<file path="config.mk">
export PLATFORM = sky130hd
export DESIGN_NAME = lfd_ctrl
export DESIGN_NICKNAME = d
export VERILOG_FILES = /design/src/verilog/lfd_pkg.sv /design/src/verilog/lfd_ctrl.sv
export SDC_FILE = /design/constraint.sdc
export NUM_CORES = 1
export LEC_CHECK = 0
export ABC_AREA = 1
export BUFFER_PORTS_ARGS = -buffer_cell sky130_fd_sc_hd__buf_2
export CORE_MARGIN = 1.5
export CORE_UTILIZATION = 38
export CTS_BUF_LIST = sky130_fd_sc_hd__clkbuf_16
export DETAILED_ROUTE_END_ITERATION = 12
export GPL_TIMING_DRIVEN = 0
export PLACE_DENSITY = 0.8
export SLEW_MARGIN = 30
export SYNTH_ARGS = -nofsm -noshare
export SYNTH_HDL_FRONTEND = slang
export SYNTH_SLANG_ARGS = --single-unit
</file>
<file path="constraint.sdc">
create_clock -name i_clk_sys -period 1.6 [get_ports i_clk_sys]
set_clock_uncertainty 0.15 [all_clocks]
set_input_delay 0.16 -clock i_clk_sys [delete_from_list [all_inputs] [get_ports i_clk_sys]]
set_output_delay 0.16 -clock i_clk_sys [all_outputs]
set_load 0.01 [all_outputs]
</file>
<file path="src/verilog/lfd_pkg.sv">
/*
 * Constants for the lock flag, special-cycle and bus-hold controller.
 * Assumes a processor external cycle interface sampled on i_clk_sys.
 */
package lfd_pkg;
    // Cycle request codes (processor to system)
    localparam logic [2:0] REQ_IDLE       = 3'h0;
    localparam logic [2:0] REQ_MEMORY_REQUEST_A    = 3'h1;
    localparam logic [2:0] REQ_FETCH      = 3'h2;
    localparam logic [2:0] REQ_FETCH_M    = 3'h3;
    localparam logic [2:0] REQ_READ_BLOCK = 3'h4;
    localparam logic [2:0] REQ_WRITE_BLK  = 3'h5;
    localparam logic [2:0] REQ_LOAD_LOCK  = 3'h6;
    localparam logic [2:0] REQ_STORE_COND = 3'h7;
    // Cycle acknowledge codes (system to processor)
    localparam logic [2:0] ACK_IDLE       = 3'h0;
    localparam logic [2:0] ACK_HARD_ERR   = 3'h1;
    localparam logic [2:0] ACK_SC_FAIL    = 3'h2;
    localparam logic [2:0] ACK_OK         = 3'h4;
    // Read data acknowledge codes
    localparam logic [2:0] RACK_IDLE      = 3'h0;
    localparam logic [2:0] RACK_OK        = 3'h4;
    // Address tag field
    localparam int TAG_HI                 = 33;
    localparam int TAG_LO                 = 5;
    localparam int TAG_W                  = TAG_HI - TAG_LO + 1;
    // Grant release delay: processor waits 2 CPU cycles
    localparam int REL_CPU_CYC            = 2;
    localparam logic [1:0] REL_CNT        = 2'(REL_CPU_CYC);
    localparam logic       LOCK_RST       = 1'b0;

    typedef enum logic [5:0] {
        ST_IDLE  = 6'b000001,
        ST_PROBE = 6'b000010,
        ST_MEM   = 6'b000100,
        ST_ACK   = 6'b001000,
        ST_HOLD  = 6'b010000,
        ST_REL   = 6'b100000
    } lfd_state_t;
endpackage

</file>
<file path="src/verilog/lfd_ctrl.sv">
/*
 * System-side controller: lock flag for load-locked / store-conditional,
 * external tag probe, special-cycle acknowledge and DMA bus-hold handshake.
 * Assumes memory completes on i_mem_done and tag RAMs answer in one cycle.
 */
// Notes on behaviour
// Processor skips its own cache probe for load-locked; we probe instead.
// Lock flag set as load-locked data is returned.
// Locked cycles compare the full tag address, not only valid/dirty.
// Load-locked request enables tag RAMs; valid match is a hit, dirty sole copy.
// Valid dirty load-locked hit served from external cache.
// Clean hit or miss served from memory; lock set in every case.
// Lock flag always kept; cleared by any other access to the location; the code keeps it set if a load-locked fill completes that cycle.
// Store-conditional arrives as a write-type request without processor probe.
// Held lock: store-conditional done as normal write with probe; lock cleared.
// Dirty store-conditional hit writes cache using the segment mask.
// Store-conditional mask marks at most one segment.
// Lock already clear: answer failure code with no external cycle.
// Memory_request_a, fetch and fetch-modify answered with OK code.
// Memory_request_a decoded without any address qualification.
// DMA asks hold; processor grants and releases its drivers.
// Grant sampled through synchroniser, never on the processor clock edge.
// During hold, address driven in; tag match low means hit.
// DMA probe decides cache or memory source by valid and dirty; the code here acts only on a DMA write hit.
// DMA write hit: cache written dirty and on-chip line invalidated.
// Agent drops hold; wait 2 CPU cycles after grant falls.
// No data enable, write select or acknowledges during DMA access.
// Hold request forwarded only between external cycles.
// Lock flag cleared at reset.
module lfd_ctrl
    import lfd_pkg::*;
(
    input  wire logic             i_clk_sys,
    input  wire logic             i_rst_b,
    input  wire logic [2:0]       i_cycle_request_code,
    input  wire logic [TAG_W-1:0] i_proc_adr,
    input  wire logic [7:0]       i_write_segment_mask,
    input  wire logic [TAG_W-1:0] i_tag_ram_adr,
    input  wire logic             i_tag_valid,
    input  wire logic             i_tag_dirty,
    input  wire logic             i_tag_match_n,
    input  wire logic             i_bus_hold_grant,
    input  wire logic             i_mem_done,
    input  wire logic             i_dma_req,
    input  wire logic             i_dma_write,
    input  wire logic [TAG_W-1:0] i_dma_adr,
    input  wire logic             i_dma_done,
    input  wire logic             i_snoop_valid,
    input  wire logic [TAG_W-1:0] i_snoop_adr,
    output logic [2:0]            o_cycle_acknowledge_code,
    output logic [2:0]            o_read_data_ack_code,
    output logic                  o_data_drive_enable_n,
    output logic [1:0]            o_data_write_segment_select,
    output logic                  o_bus_hold_request,
    output logic                  o_tag_ram_enable,
    output logic                  o_cache_write,
    output logic                  o_mem_start,
    output logic                  o_mem_write,
    output logic                  o_onchip_cache_invalidate_request,
    output logic [TAG_W-1:0]      o_dma_adr,
    output logic                  o_dma_adr_oe,
    output logic                  o_dma_grant,
    output logic                  o_lock_flag
);
    // ****************************************************************
    // Input synchronisers
    // ****************************************************************
    logic [2:0] req_s1_r, req_s2_r;
    logic       grant_s1_r, grant_s2_r;
    logic       dma_s1_r, dma_s2_r;
    logic       done_s1_r, done_s2_r;

    // Grant changes on the processor clock; two flops before use
    always_ff @(posedge i_clk_sys or negedge i_rst_b) begin
        if (!i_rst_b) begin
            req_s1_r   <= 3'h0;
            req_s2_r   <= 3'h0;
            grant_s1_r <= 1'b0;
            grant_s2_r <= 1'b0;
            dma_s1_r   <= 1'b0;
            dma_s2_r   <= 1'b0;
            done_s1_r  <= 1'b0;
            done_s2_r  <= 1'b0;
        end else begin
            req_s1_r   <= i_cycle_request_code;
            req_s2_r   <= req_s1_r;
            grant_s1_r <= i_bus_hold_grant;
            grant_s2_r <= grant_s1_r;
            dma_s1_r   <= i_dma_req;
            dma_s2_r   <= dma_s1_r;
            done_s1_r  <= i_mem_done;
            done_s2_r  <= done_s1_r;
        end
    end

    // ****************************************************************
    // Decode
    // ****************************************************************
    function automatic logic tag_hit(input logic [TAG_W-1:0] a, input logic [TAG_W-1:0] t,
                                     input logic v);
        tag_hit = v && (a == t);
    endfunction

    lfd_state_t state_r, state_nxt;
    logic       lock_r, lock_nxt;
    logic [1:0] rel_cnt_r, rel_cnt_nxt;
    logic [2:0] cmd_r;

    // Memory_request_a decoded from the code alone, address ignored
    wire is_special = (req_s2_r == REQ_MEMORY_REQUEST_A) || (req_s2_r == REQ_FETCH)
                    || (req_s2_r == REQ_FETCH_M);
    wire is_ll      = (req_s2_r == REQ_LOAD_LOCK);
    wire is_sc      = (req_s2_r == REQ_STORE_COND);
    // Full tag compare against the processor address
    wire proc_hit   = tag_hit(i_proc_adr, i_tag_ram_adr, i_tag_valid);
    // Processor tag-match pin during hold
    wire dma_hit    = !i_tag_match_n && i_tag_valid;
    wire hit        = (state_r == ST_HOLD) ? dma_hit : proc_hit;
    // Dirty locked-cycle hit served from cache; clean or miss from memory; no hold output uses it
    wire use_cache  = hit && i_tag_dirty;
    // Any other agent touching the locked location kills the lock, except in the cycle a load-locked fill completes
    wire snoop_kill = i_snoop_valid && (i_snoop_adr == i_proc_adr);
    wire dma_kill   = (state_r == ST_HOLD) && (i_dma_adr == i_proc_adr);

    // ****************************************************************
    // Control state machine
    // ****************************************************************
    always_comb begin
        state_nxt   = state_r;
        lock_nxt    = lock_r;
        rel_cnt_nxt = rel_cnt_r;
        case (state_r)
            ST_IDLE: begin
                // Hold only offered between external cycles
                if (dma_s2_r)
                    state_nxt = ST_HOLD;
                else if (is_special)
                    state_nxt = ST_ACK;
                else if (is_sc && !lock_r)
                    state_nxt = ST_ACK; // no probe, no memory cycle
                else if (is_ll || is_sc)
                    state_nxt = ST_PROBE;
            end
            ST_PROBE: state_nxt = ST_MEM;
            ST_MEM: begin
                if (done_s2_r) begin
                    state_nxt = ST_ACK;
                    if (cmd_r == REQ_LOAD_LOCK)
                        lock_nxt = 1'b1;
                    else
                        lock_nxt = 1'b0;
                end
            end
            // Stay until the code drains through the synchroniser, or it is taken twice
            ST_ACK:  state_nxt = (req_s2_r == REQ_IDLE) ? ST_IDLE : ST_ACK;
            ST_HOLD: begin
                // Agent finished and grant seen to fall
                if (!dma_s2_r && !grant_s2_r) begin
                    state_nxt   = ST_REL;
                    rel_cnt_nxt = REL_CNT;
                end
            end
            ST_REL: begin
                if (rel_cnt_r == 2'h0)
                    state_nxt = ST_IDLE;
                else
                    rel_cnt_nxt = rel_cnt_r - 2'h1;
            end
            default: state_nxt = ST_IDLE;
        endcase
        // Kill wins only when no load-locked fill completes this cycle
        if ((snoop_kill || dma_kill) && !(state_r == ST_MEM && done_s2_r
            && cmd_r == REQ_LOAD_LOCK))
            lock_nxt = 1'b0;
    end

    // Lock cleared on reset
    always_ff @(posedge i_clk_sys or negedge i_rst_b) begin
        if (!i_rst_b) begin
            state_r   <= ST_IDLE;
            lock_r    <= LOCK_RST;
            rel_cnt_r <= 2'h0;
            cmd_r     <= REQ_IDLE;
        end else begin
            state_r   <= state_nxt;
            lock_r    <= lock_nxt;
            rel_cnt_r <= rel_cnt_nxt;
            if (state_r == ST_IDLE)
                cmd_r <= req_s2_r;
        end
    end

    // ****************************************************************
    // Outputs, all registered
    // ****************************************************************
    wire in_hold  = (state_nxt == ST_HOLD);
    // Acknowledge pulses once on entry, not while the code drains
    wire ack_go   = (state_nxt == ST_ACK) && (state_r != ST_ACK);
    wire sc_fail  = ack_go && (state_r == ST_IDLE) && is_sc;
    wire ll_fill  = (state_r == ST_MEM) && done_s2_r && (cmd_r == REQ_LOAD_LOCK);
    wire sc_write = (state_nxt == ST_MEM) && (cmd_r == REQ_STORE_COND);
    wire [2:0] ack_nxt = !ack_go ? ACK_IDLE : (sc_fail ? ACK_SC_FAIL : ACK_OK);
    // One segment at most; pick the 128-bit half that holds it
    wire [1:0] wsel_nxt = !sc_write ? 2'b00
                        : ((|i_write_segment_mask[7:4]) ? 2'b10 : 2'b01);

    always_ff @(posedge i_clk_sys or negedge i_rst_b) begin
        if (!i_rst_b) begin
            o_cycle_acknowledge_code          <= ACK_IDLE;
            o_read_data_ack_code              <= RACK_IDLE;
            o_data_drive_enable_n             <= 1'b1;
            o_data_write_segment_select       <= 2'b00;
            o_bus_hold_request                <= 1'b0;
            o_tag_ram_enable                  <= 1'b0;
            o_cache_write                     <= 1'b0;
            o_mem_start                       <= 1'b0;
            o_mem_write                       <= 1'b0;
            o_onchip_cache_invalidate_request <= 1'b0;
            o_dma_adr                         <= '0;
            o_dma_adr_oe                      <= 1'b0;
            o_dma_grant                       <= 1'b0;
            o_lock_flag                       <= LOCK_RST;
        end else begin
            // Acknowledges and data strobes stay idle in hold
            o_cycle_acknowledge_code    <= in_hold ? ACK_IDLE : ack_nxt;
            o_read_data_ack_code        <= ll_fill ? RACK_OK : RACK_IDLE;
            o_data_drive_enable_n       <= !(sc_write && !in_hold);
            o_data_write_segment_select <= in_hold ? 2'b00 : wsel_nxt;
            // Request raised only from idle, dropped when agent ends
            o_bus_hold_request          <= (state_r == ST_IDLE && dma_s2_r)
                                         || (state_r == ST_HOLD && dma_s2_r);
            o_tag_ram_enable            <= (state_nxt == ST_PROBE) || in_hold;
            // Dirty store-conditional hit or any DMA write hit writes the cache
            o_cache_write               <= (state_r == ST_PROBE && use_cache
                                            && cmd_r == REQ_STORE_COND)
                                         || (state_r == ST_HOLD && grant_s2_r
                                            && i_dma_write && dma_hit);
            // Dirty hit served by the cache alone; memory would hold stale data
            o_mem_start                 <= (state_r == ST_PROBE) && !use_cache;
            o_mem_write                 <= (state_r == ST_PROBE)
                                         && (cmd_r == REQ_STORE_COND) && !use_cache;
            o_onchip_cache_invalidate_request <= (state_r == ST_HOLD) && grant_s2_r
                                         && i_dma_write && dma_hit;
            o_dma_adr                   <= i_dma_adr;
            // Drive address only once the grant is seen
            o_dma_adr_oe                <= (state_r == ST_HOLD) && grant_s2_r && dma_s2_r;
            o_dma_grant                 <= (state_r == ST_HOLD) && grant_s2_r;
            o_lock_flag                 <= lock_nxt;
        end
    end

    // ****************************************************************
    // Assertions
    // ****************************************************************
    a_sc_fail_code: assert property (@(posedge i_clk_sys) disable iff (!i_rst_b)
        (state_r == ST_IDLE && !dma_s2_r && is_sc && !lock_r)
        |=> (o_cycle_acknowledge_code == ACK_SC_FAIL && !o_mem_start))
        else $error("store-conditional without lock not failed");
    a_special_ok: assert property (@(posedge i_clk_sys) disable iff (!i_rst_b)
        (state_r == ST_IDLE && !dma_s2_r && is_special)
        |=> o_cycle_acknowledge_code == ACK_OK)
        else $error("special cycle not acknowledged OK");
    a_ll_sets_lock: assert property (@(posedge i_clk_sys) disable iff (!i_rst_b)
        ll_fill |=> (lock_r && o_read_data_ack_code == RACK_OK))
        else $error("load-locked fill did not set lock");
    a_sc_clears: assert property (@(posedge i_clk_sys) disable iff (!i_rst_b)
        (state_r == ST_MEM && done_s2_r && cmd_r == REQ_STORE_COND) |=> !lock_r)
        else $error("store-conditional left lock set");
    a_hold_quiet: assert property (@(posedge i_clk_sys) disable iff (!i_rst_b)
        (state_r == ST_HOLD) |-> (o_cycle_acknowledge_code == ACK_IDLE
        && o_data_drive_enable_n && o_read_data_ack_code == RACK_IDLE))
        else $error("acknowledge driven during hold");
    a_rel_wait: assert property (@(posedge i_clk_sys) disable iff (!i_rst_b)
        (state_r == ST_HOLD && state_nxt == ST_REL) |=> (state_r == ST_REL) [*3]
        ##1 state_r == ST_IDLE)
        else $error("release wait wrong length");
    a_hold_idle_only: assert property (@(posedge i_clk_sys) disable iff (!i_rst_b)
        $rose(o_bus_hold_request) |-> $past(state_r) == ST_IDLE)
        else $error("hold raised mid cycle");
    a_adr_in_grant: assert property (@(posedge i_clk_sys) disable iff (!i_rst_b)
        o_dma_adr_oe |-> o_dma_grant)
        else $error("address driven without grant");
    a_ll_probe: assert property (@(posedge i_clk_sys) disable iff (!i_rst_b)
        (state_r == ST_IDLE && !dma_s2_r && is_ll) |=> ##[0:1] o_tag_ram_enable)
        else $error("tag RAMs not enabled for load-locked");
    a_reset_lock: assert property (@(posedge i_clk_sys)
        $rose(i_rst_b) |-> !lock_r)
        else $error("lock not clear after reset");
    a_dirty_no_mem: assert property (@(posedge i_clk_sys) disable iff (!i_rst_b)
        (state_r == ST_PROBE && cmd_r == REQ_LOAD_LOCK && i_tag_valid && i_tag_dirty
        && i_tag_ram_adr == i_proc_adr) |=> !o_mem_start)
        else $error("dirty load-locked hit sent to memory");
    a_ack_pulse: assert property (@(posedge i_clk_sys) disable iff (!i_rst_b)
        (o_cycle_acknowledge_code != ACK_IDLE) |=> o_cycle_acknowledge_code == ACK_IDLE)
        else $error("acknowledge held longer than one cycle");

    c_ll: cover property (@(posedge i_clk_sys) disable iff (!i_rst_b) ll_fill);
    c_sc_fail: cover property (@(posedge i_clk_sys) disable iff (!i_rst_b) sc_fail);
    c_hold: cover property (@(posedge i_clk_sys) disable iff (!i_rst_b) o_dma_grant);
    c_special: cover property (@(posedge i_clk_sys) disable iff (!i_rst_b)
        state_r == ST_IDLE && is_special);
    c_dirty_ll: cover property (@(posedge i_clk_sys) disable iff (!i_rst_b)
        state_r == ST_PROBE && use_cache && cmd_r == REQ_LOAD_LOCK);
endmodule

</file>
# == Yosys cells after proc, flatten, opt, wreduce, memory -nomap -nowiden ==
# Cells that the tools add are included.
# classes
reduce_logical,49
n_addsub,1
muxes,24
eq_ne,23
# ops
cell,n
$eq A29 B29 Y1,3
$mux W6,7
$pmux W6 S6,1
$logic_and A1 B1 Y1,26
$eq A3 B3 Y1 const B,4
$eq A6 B2 Y1 const B,2
$eq A6 B3 Y1 const B,2
$eq A6 B4 Y1 const B,2
$eq A6 B5 Y1 const B,2
$mux W3,4
$mux W2,5
$logic_not A1 Y1,8
$logic_or A1 B1 Y1,7
$eq A3 B2 Y1 const B,2
$eq A6 B1 Y1 const B,1
$eq A6 B6 Y1 const B,1
$ne A6 B4 Y1 const B,1
$reduce_bool A2 Y1,3
$mux W1,5
$mux W4,1
$ne A2 B2 Y1 const B,2
$pmux W2 S2,1
$reduce_or A4 Y1,1
$eq A3 B1 Y1 const B,1
other kinds (5),5
# totals
elab_cells,122
regBits,70
in_bits,138
output_inout_bits,47

# == Longest topological paths before layout ==
# logic_depth
word_depth,14
depth_mapped,12
mapped_depth_nobuf,12

# == Worst setup path before layout ==
# No wires, ideal clock.
# synth_path
path_type,flip-flop to flip-flop
start,reg state_r[2]
end,reg o_lock_flag
path_stages_with_launch,11
setup_slack_ns,0.185
path_buffers,0
setup_ns,0.118
t_required_ns,1.332
period_less_slack_ns,1.415
arrival_time_ns,1.147
path_cell_list,dfrtp_1 nor2_4 nand2_2 nor2_4 inv_2 nor2_1 nand2_1 nor2_1 nand2_1 nand3_1 nand2_1
# synth_between
elab_chain_cells,7
word_cells_on_any_way,12
cone_classes,eq/ne: 2; mux: 1; reduce/logical: 9
# synth_lines
item,line,source
start: declaration,lfd_ctrl.sv:104,"lfd_state_t state_r, state_nxt;"
start signal: assignment,lfd_ctrl.sv:185,state_r <= state_nxt;
$eq A6 B3 Y1,"lfd_ctrl.sv:132, lfd_ctrl.sv:172",
$logic_and A1 B1 Y1,lfd_ctrl.sv:172,if ((snoop_kill || dma_kill) && !(state_r == ST_MEM && done_s2_r
$logic_and A1 B1 Y1,lfd_ctrl.sv:173,&& cmd_r == REQ_LOAD_LOCK))
$logic_not A1 Y1,lfd_ctrl.sv:172,
$logic_and A1 B1 Y1,lfd_ctrl.sv:172,
$reduce_bool A2 Y1 (no line),n/a,
$reduce_and A2 Y1 (no line),n/a,
end signal: assignment,lfd_ctrl.sv:248,o_lock_flag <= lock_nxt;
end: declaration,lfd_ctrl.sv:63,output logic o_lock_flag
# Parallel ways exist; a longest one is shown, timed or not.
# A chain may end at the register's enable or synchronous reset.

# == Worst setup path after layout ==
# layout_path
start,reg state_r[2]
end,reg rel_cnt_r[1]
# layout_between
elab_chain_cells,3
word_cells_on_any_way,7
cone_classes,eq/ne: 4; mux: 1; reduce/logical: 2
# layout_lines
item,line,source
$eq A6 B6 Y1 / $eq A6 B5 Y1 (equally long branches),lfd_ctrl.sv:132,case (state_r)
$ne A2 B2 Y1 (no line) / $reduce_bool A2 Y1 (equally long branches),n/a,
$reduce_and A3 Y1 (no line),n/a,
end signal: assignment,lfd_ctrl.sv:187,rel_cnt_r <= rel_cnt_nxt;
end: declaration,lfd_ctrl.sv:106,"logic [1:0] rel_cnt_r, rel_cnt_nxt;"
# Parallel ways exist; a longest one is shown, timed or not.

==> flow_metrics.env <==
export IMPL_clock_latency_ps=320
export IMPL_power_density_nw_per_um2=1010
export IMPL_gp_congestion=0.848
export IMPL_setup_viol=0
export IMPL_yosysTopAreaCell="dfrtp_1"
export IMPL_via_count=3884
export IMPL_ios=185
export IMPL_overflow=0
export IMPL_fin_total_pwr_uw=5740
export IMPL_antenna_found_initial=0
export IMPL_netlist_instances=489
export IMPL_drt_iter0_drc=112
export IMPL_synth_xor_area_share_pct=8.63
export IMPL_crit_required_ps=1690
export IMPL_fp_dieW_um=101
export IMPL_ir_drop_mv=0.587
export IMPL_final_util_pct=61.0
export IMPL_dp_hpwl_um=8800
export IMPL_synthesis_area_um2=3650
export IMPL_critical_path_class="register to register"
export IMPL_viasPerCell=4.49
export IMPL_post_drt_wl_per_cell_um=13.4
export IMPL_post_route_min_period_ps=1590
export IMPL_synthMuxAreaShare_pct=0
export IMPL_num_antenna_cells=0
export IMPL_crit_arrival_ps=1680
export IMPL_hold_class="input pin to asynchronous set/reset pin"
export IMPL_synth_top_area_share_pct=44.5
export IMPL_initial_core_util_pct=39.4
export IMPL_crit_path_cell_trace="nor2_4 > nand2_2 > nor2_4 > inv_4 > buf_4 > o22ai_4 > nor2_1 > a31oi_1"
export IMPL_finish_instance_area_um2=5670
export IMPL_postRouteAntennaNets=0
export IMPL_route_detailed_drc=0
export IMPL_cts_htree_levels=3
export IMPL_ys_seq_elements=67
export IMPL_multiInputGateArea_um2=1640
export IMPL_crit_path_end_kind="register"
export IMPL_worstPathMaxFanout=5
export IMPL_place_ws_ps=-48.4
export IMPL_worst_path_most_repeated_cell="nor2_4"
export IMPL_yosysWarnings=0
export IMPL_grt_max_degree=35
export IMPL_numCtsBuffers=9
export IMPL_avgSynthCellArea_um2=7.47
export IMPL_cts_tree="done"
export IMPL_cpLargestDelayFamily="simple AND/OR/NAND/NOR gates"
export IMPL_synthSimpleGateAreaFrac_pct=30.1
export IMPL_dieArea_um2=10200
export IMPL_first_pass_iters=5
export IMPL_clk_pin_slew_ps=60
export IMPL_synthTopCellsByCount="nand2_1 (160), inv_1 (82), dfrtp_1 (65)"
export IMPL_status="finished, final reports clean"
export IMPL_setup_ws_ps=11.2
export IMPL_clock_sinks=67
export IMPL_critical_path_max_stage_delay_ps=410
export IMPL_layout_drive_gt1_share_pct=34.1
export IMPL_final_seq_area_um2=1680
export IMPL_startpoint="state_r[2]$_DFF_PN0_"
export IMPL_port_buffers=176
export IMPL_die_height_um=101
export IMPL_synth_fa_ha_area_share_pct=0.342
export IMPL_hold_violations=0
export IMPL_leakage_uw=0.00320
export IMPL_num_fill_cells=835
export IMPL_synth_distinct_cells=32
export IMPL_fin_crit_sh_pct=99.3
export IMPL_max_cap_violations=0
export IMPL_synthTopCellsByArea="dfrtp_1 (45%), nand2_1 (16%), inv_1 (8.4%)"
export IMPL_ys_flop_type="dfrtp_1"
export IMPL_crit_path_start_kind="register"
export IMPL_finalWirelength_um=11600
export IMPL_cts_buffer_depth=2
export IMPL_synth_compound_area_share_pct=3.46
export IMPL_grt_total_usage_pct=23.0
export IMPL_area_delta_synth_final_pct=55.0
export IMPL_worstReg2RegStart="state_r[2]$_DFF_PN0_"
export IMPL_synth_edf_count=0
export IMPL_ctsRootBufferMaster="clkbuf_16"
export IMPL_synth_top_family_by_area="simple AND/OR/NAND/NOR gates"
export IMPL_fmax_mhz=629
export IMPL_yosysSeqAreaShare_pct=45.9
export IMPL_grt_pass1_wl_um=17700
export IMPL_rsz0062_at_grt="true"
export IMPL_crit_buf_inv=2
export IMPL_dpl_instance_area_um2=4730
export IMPL_cpMaxStageDelayCell="dfrtp_1"
export IMPL_synth_most_common_cell="nand2_1"
export IMPL_rows=35
export IMPL_async_flop_share_pct=100
export IMPL_core_um2=9280
export IMPL_maxSlewViolCount=0
export IMPL_final_nets=870
export IMPL_grt_pass1_vias=3743
[cell families (layout without fill, tap and decap cells)]
family	count (synthesis)	after routing
fa+ha+maj	1	1
buf+inv	108	353
flops	67	67
simple gates	256	256
other cells	1	3
compound gates	20	20
xor+xnor	36	36
[sequential cells by signal, summed over array words and instances (netlist names), 2 cells and up]
signal                       count
req_s2_r                         3
cmd_r                            3
o_data_write_segment_select      2
o_cycle_acknowledge_code         2
state_r                          6
req_s1_r                         3
rel_cnt_r                        2
o_dma_adr                       29
[layer usage]
layer / wire [um] / global-route usage, % / up-vias
li1: - / - / 1946
met1: 5110 / 29.2 / 1782
met2: 5780 / 40.2 / 146
met3: 595 / 3.68 / 10
met4: 134 / 7.16 / 0
met5: 0 / 0 / -
[power by group]
group	internal (uW)	switching [uW]
Combinational	671	803
Clock	1520	748
Sequential	1890	109
[cell type report]
cell class	instances	share of cell area, %
Sequential cell	67	29.6
Tap cell	129	2.85
Timing Repair Buffer	229	25.2
Buffer	4	0.486
Inverter	104	6.93
Clock buffer	9	3.98
Multi-Input combinational cell	316	28.9
Clock inverter	7	2.03
[worst paths after layout]
path                                            end  slack (ps)  cells past startpoint
hold reg to reg               req_s2_r[1]$_DFF_PN0_         200                      0
setup / recovery           rel_cnt_r[1]$_DFFE_PN0P_          10                      8
hold / removal                o_mem_write$_DFF_PN0_         180                      2
max in group asynchronous      state_r[0]$_DFF_PN1_         530                      3
setup reg to reg           rel_cnt_r[1]$_DFFE_PN0P_          10                      8
min in group i_clk_sys        req_s2_r[1]$_DFF_PN0_         200                      0
[per-stage QoR]
stage,hold slack (ps),setup TNS [ps],std cells
3_3_place_gp,118,-3340,796
6_report,184,0,865
2_1_floorplan,-286,0,491
5_1_grt,209,-432,865
3_5_place_dp,-6.73,-48.4,797
4_1_cts,184,0,860
[repair_timing]
item | 4_1_cts | 5_1_grt
setup endpoints to repair | 1 | 9
setup buffers | 3 | 7
hold buffers | 44 | 2
gates cloned | 0 | 0
pin swaps | 3 | 17
resized for setup | 2 | 18
hold endpoints to repair | 74 | 2
[cell usage in the layout, fill, tap and decap left out, types with 2 or more instances in the layout]
cell,n
nand2_1,159
bufinv_16,3
clkinv_1,3
o21ai_0,3
a31oi_1,2
dfstp_2,2
dfrtp_1,65
nor2_2,5
inv_2,18
nand2_2,4
xnor2_2,3
nor3_1,4
buf_4,13
clkbuf_16,9
buf_2,172
o21ai_1,5
nor2_4,5
conb_1,3
nor2_1,35
a21oi_1,4
nand3_1,11
or2_2,3
or2_1,5
nand4_1,17
dlygate4sd3_1,44
dlymetal6s4s_1,2
nand3_2,2
xnor2_1,24
nor3_2,4
o22ai_1,2
inv_1,83
xor2_1,9
(Power assumes the default switching activity.)
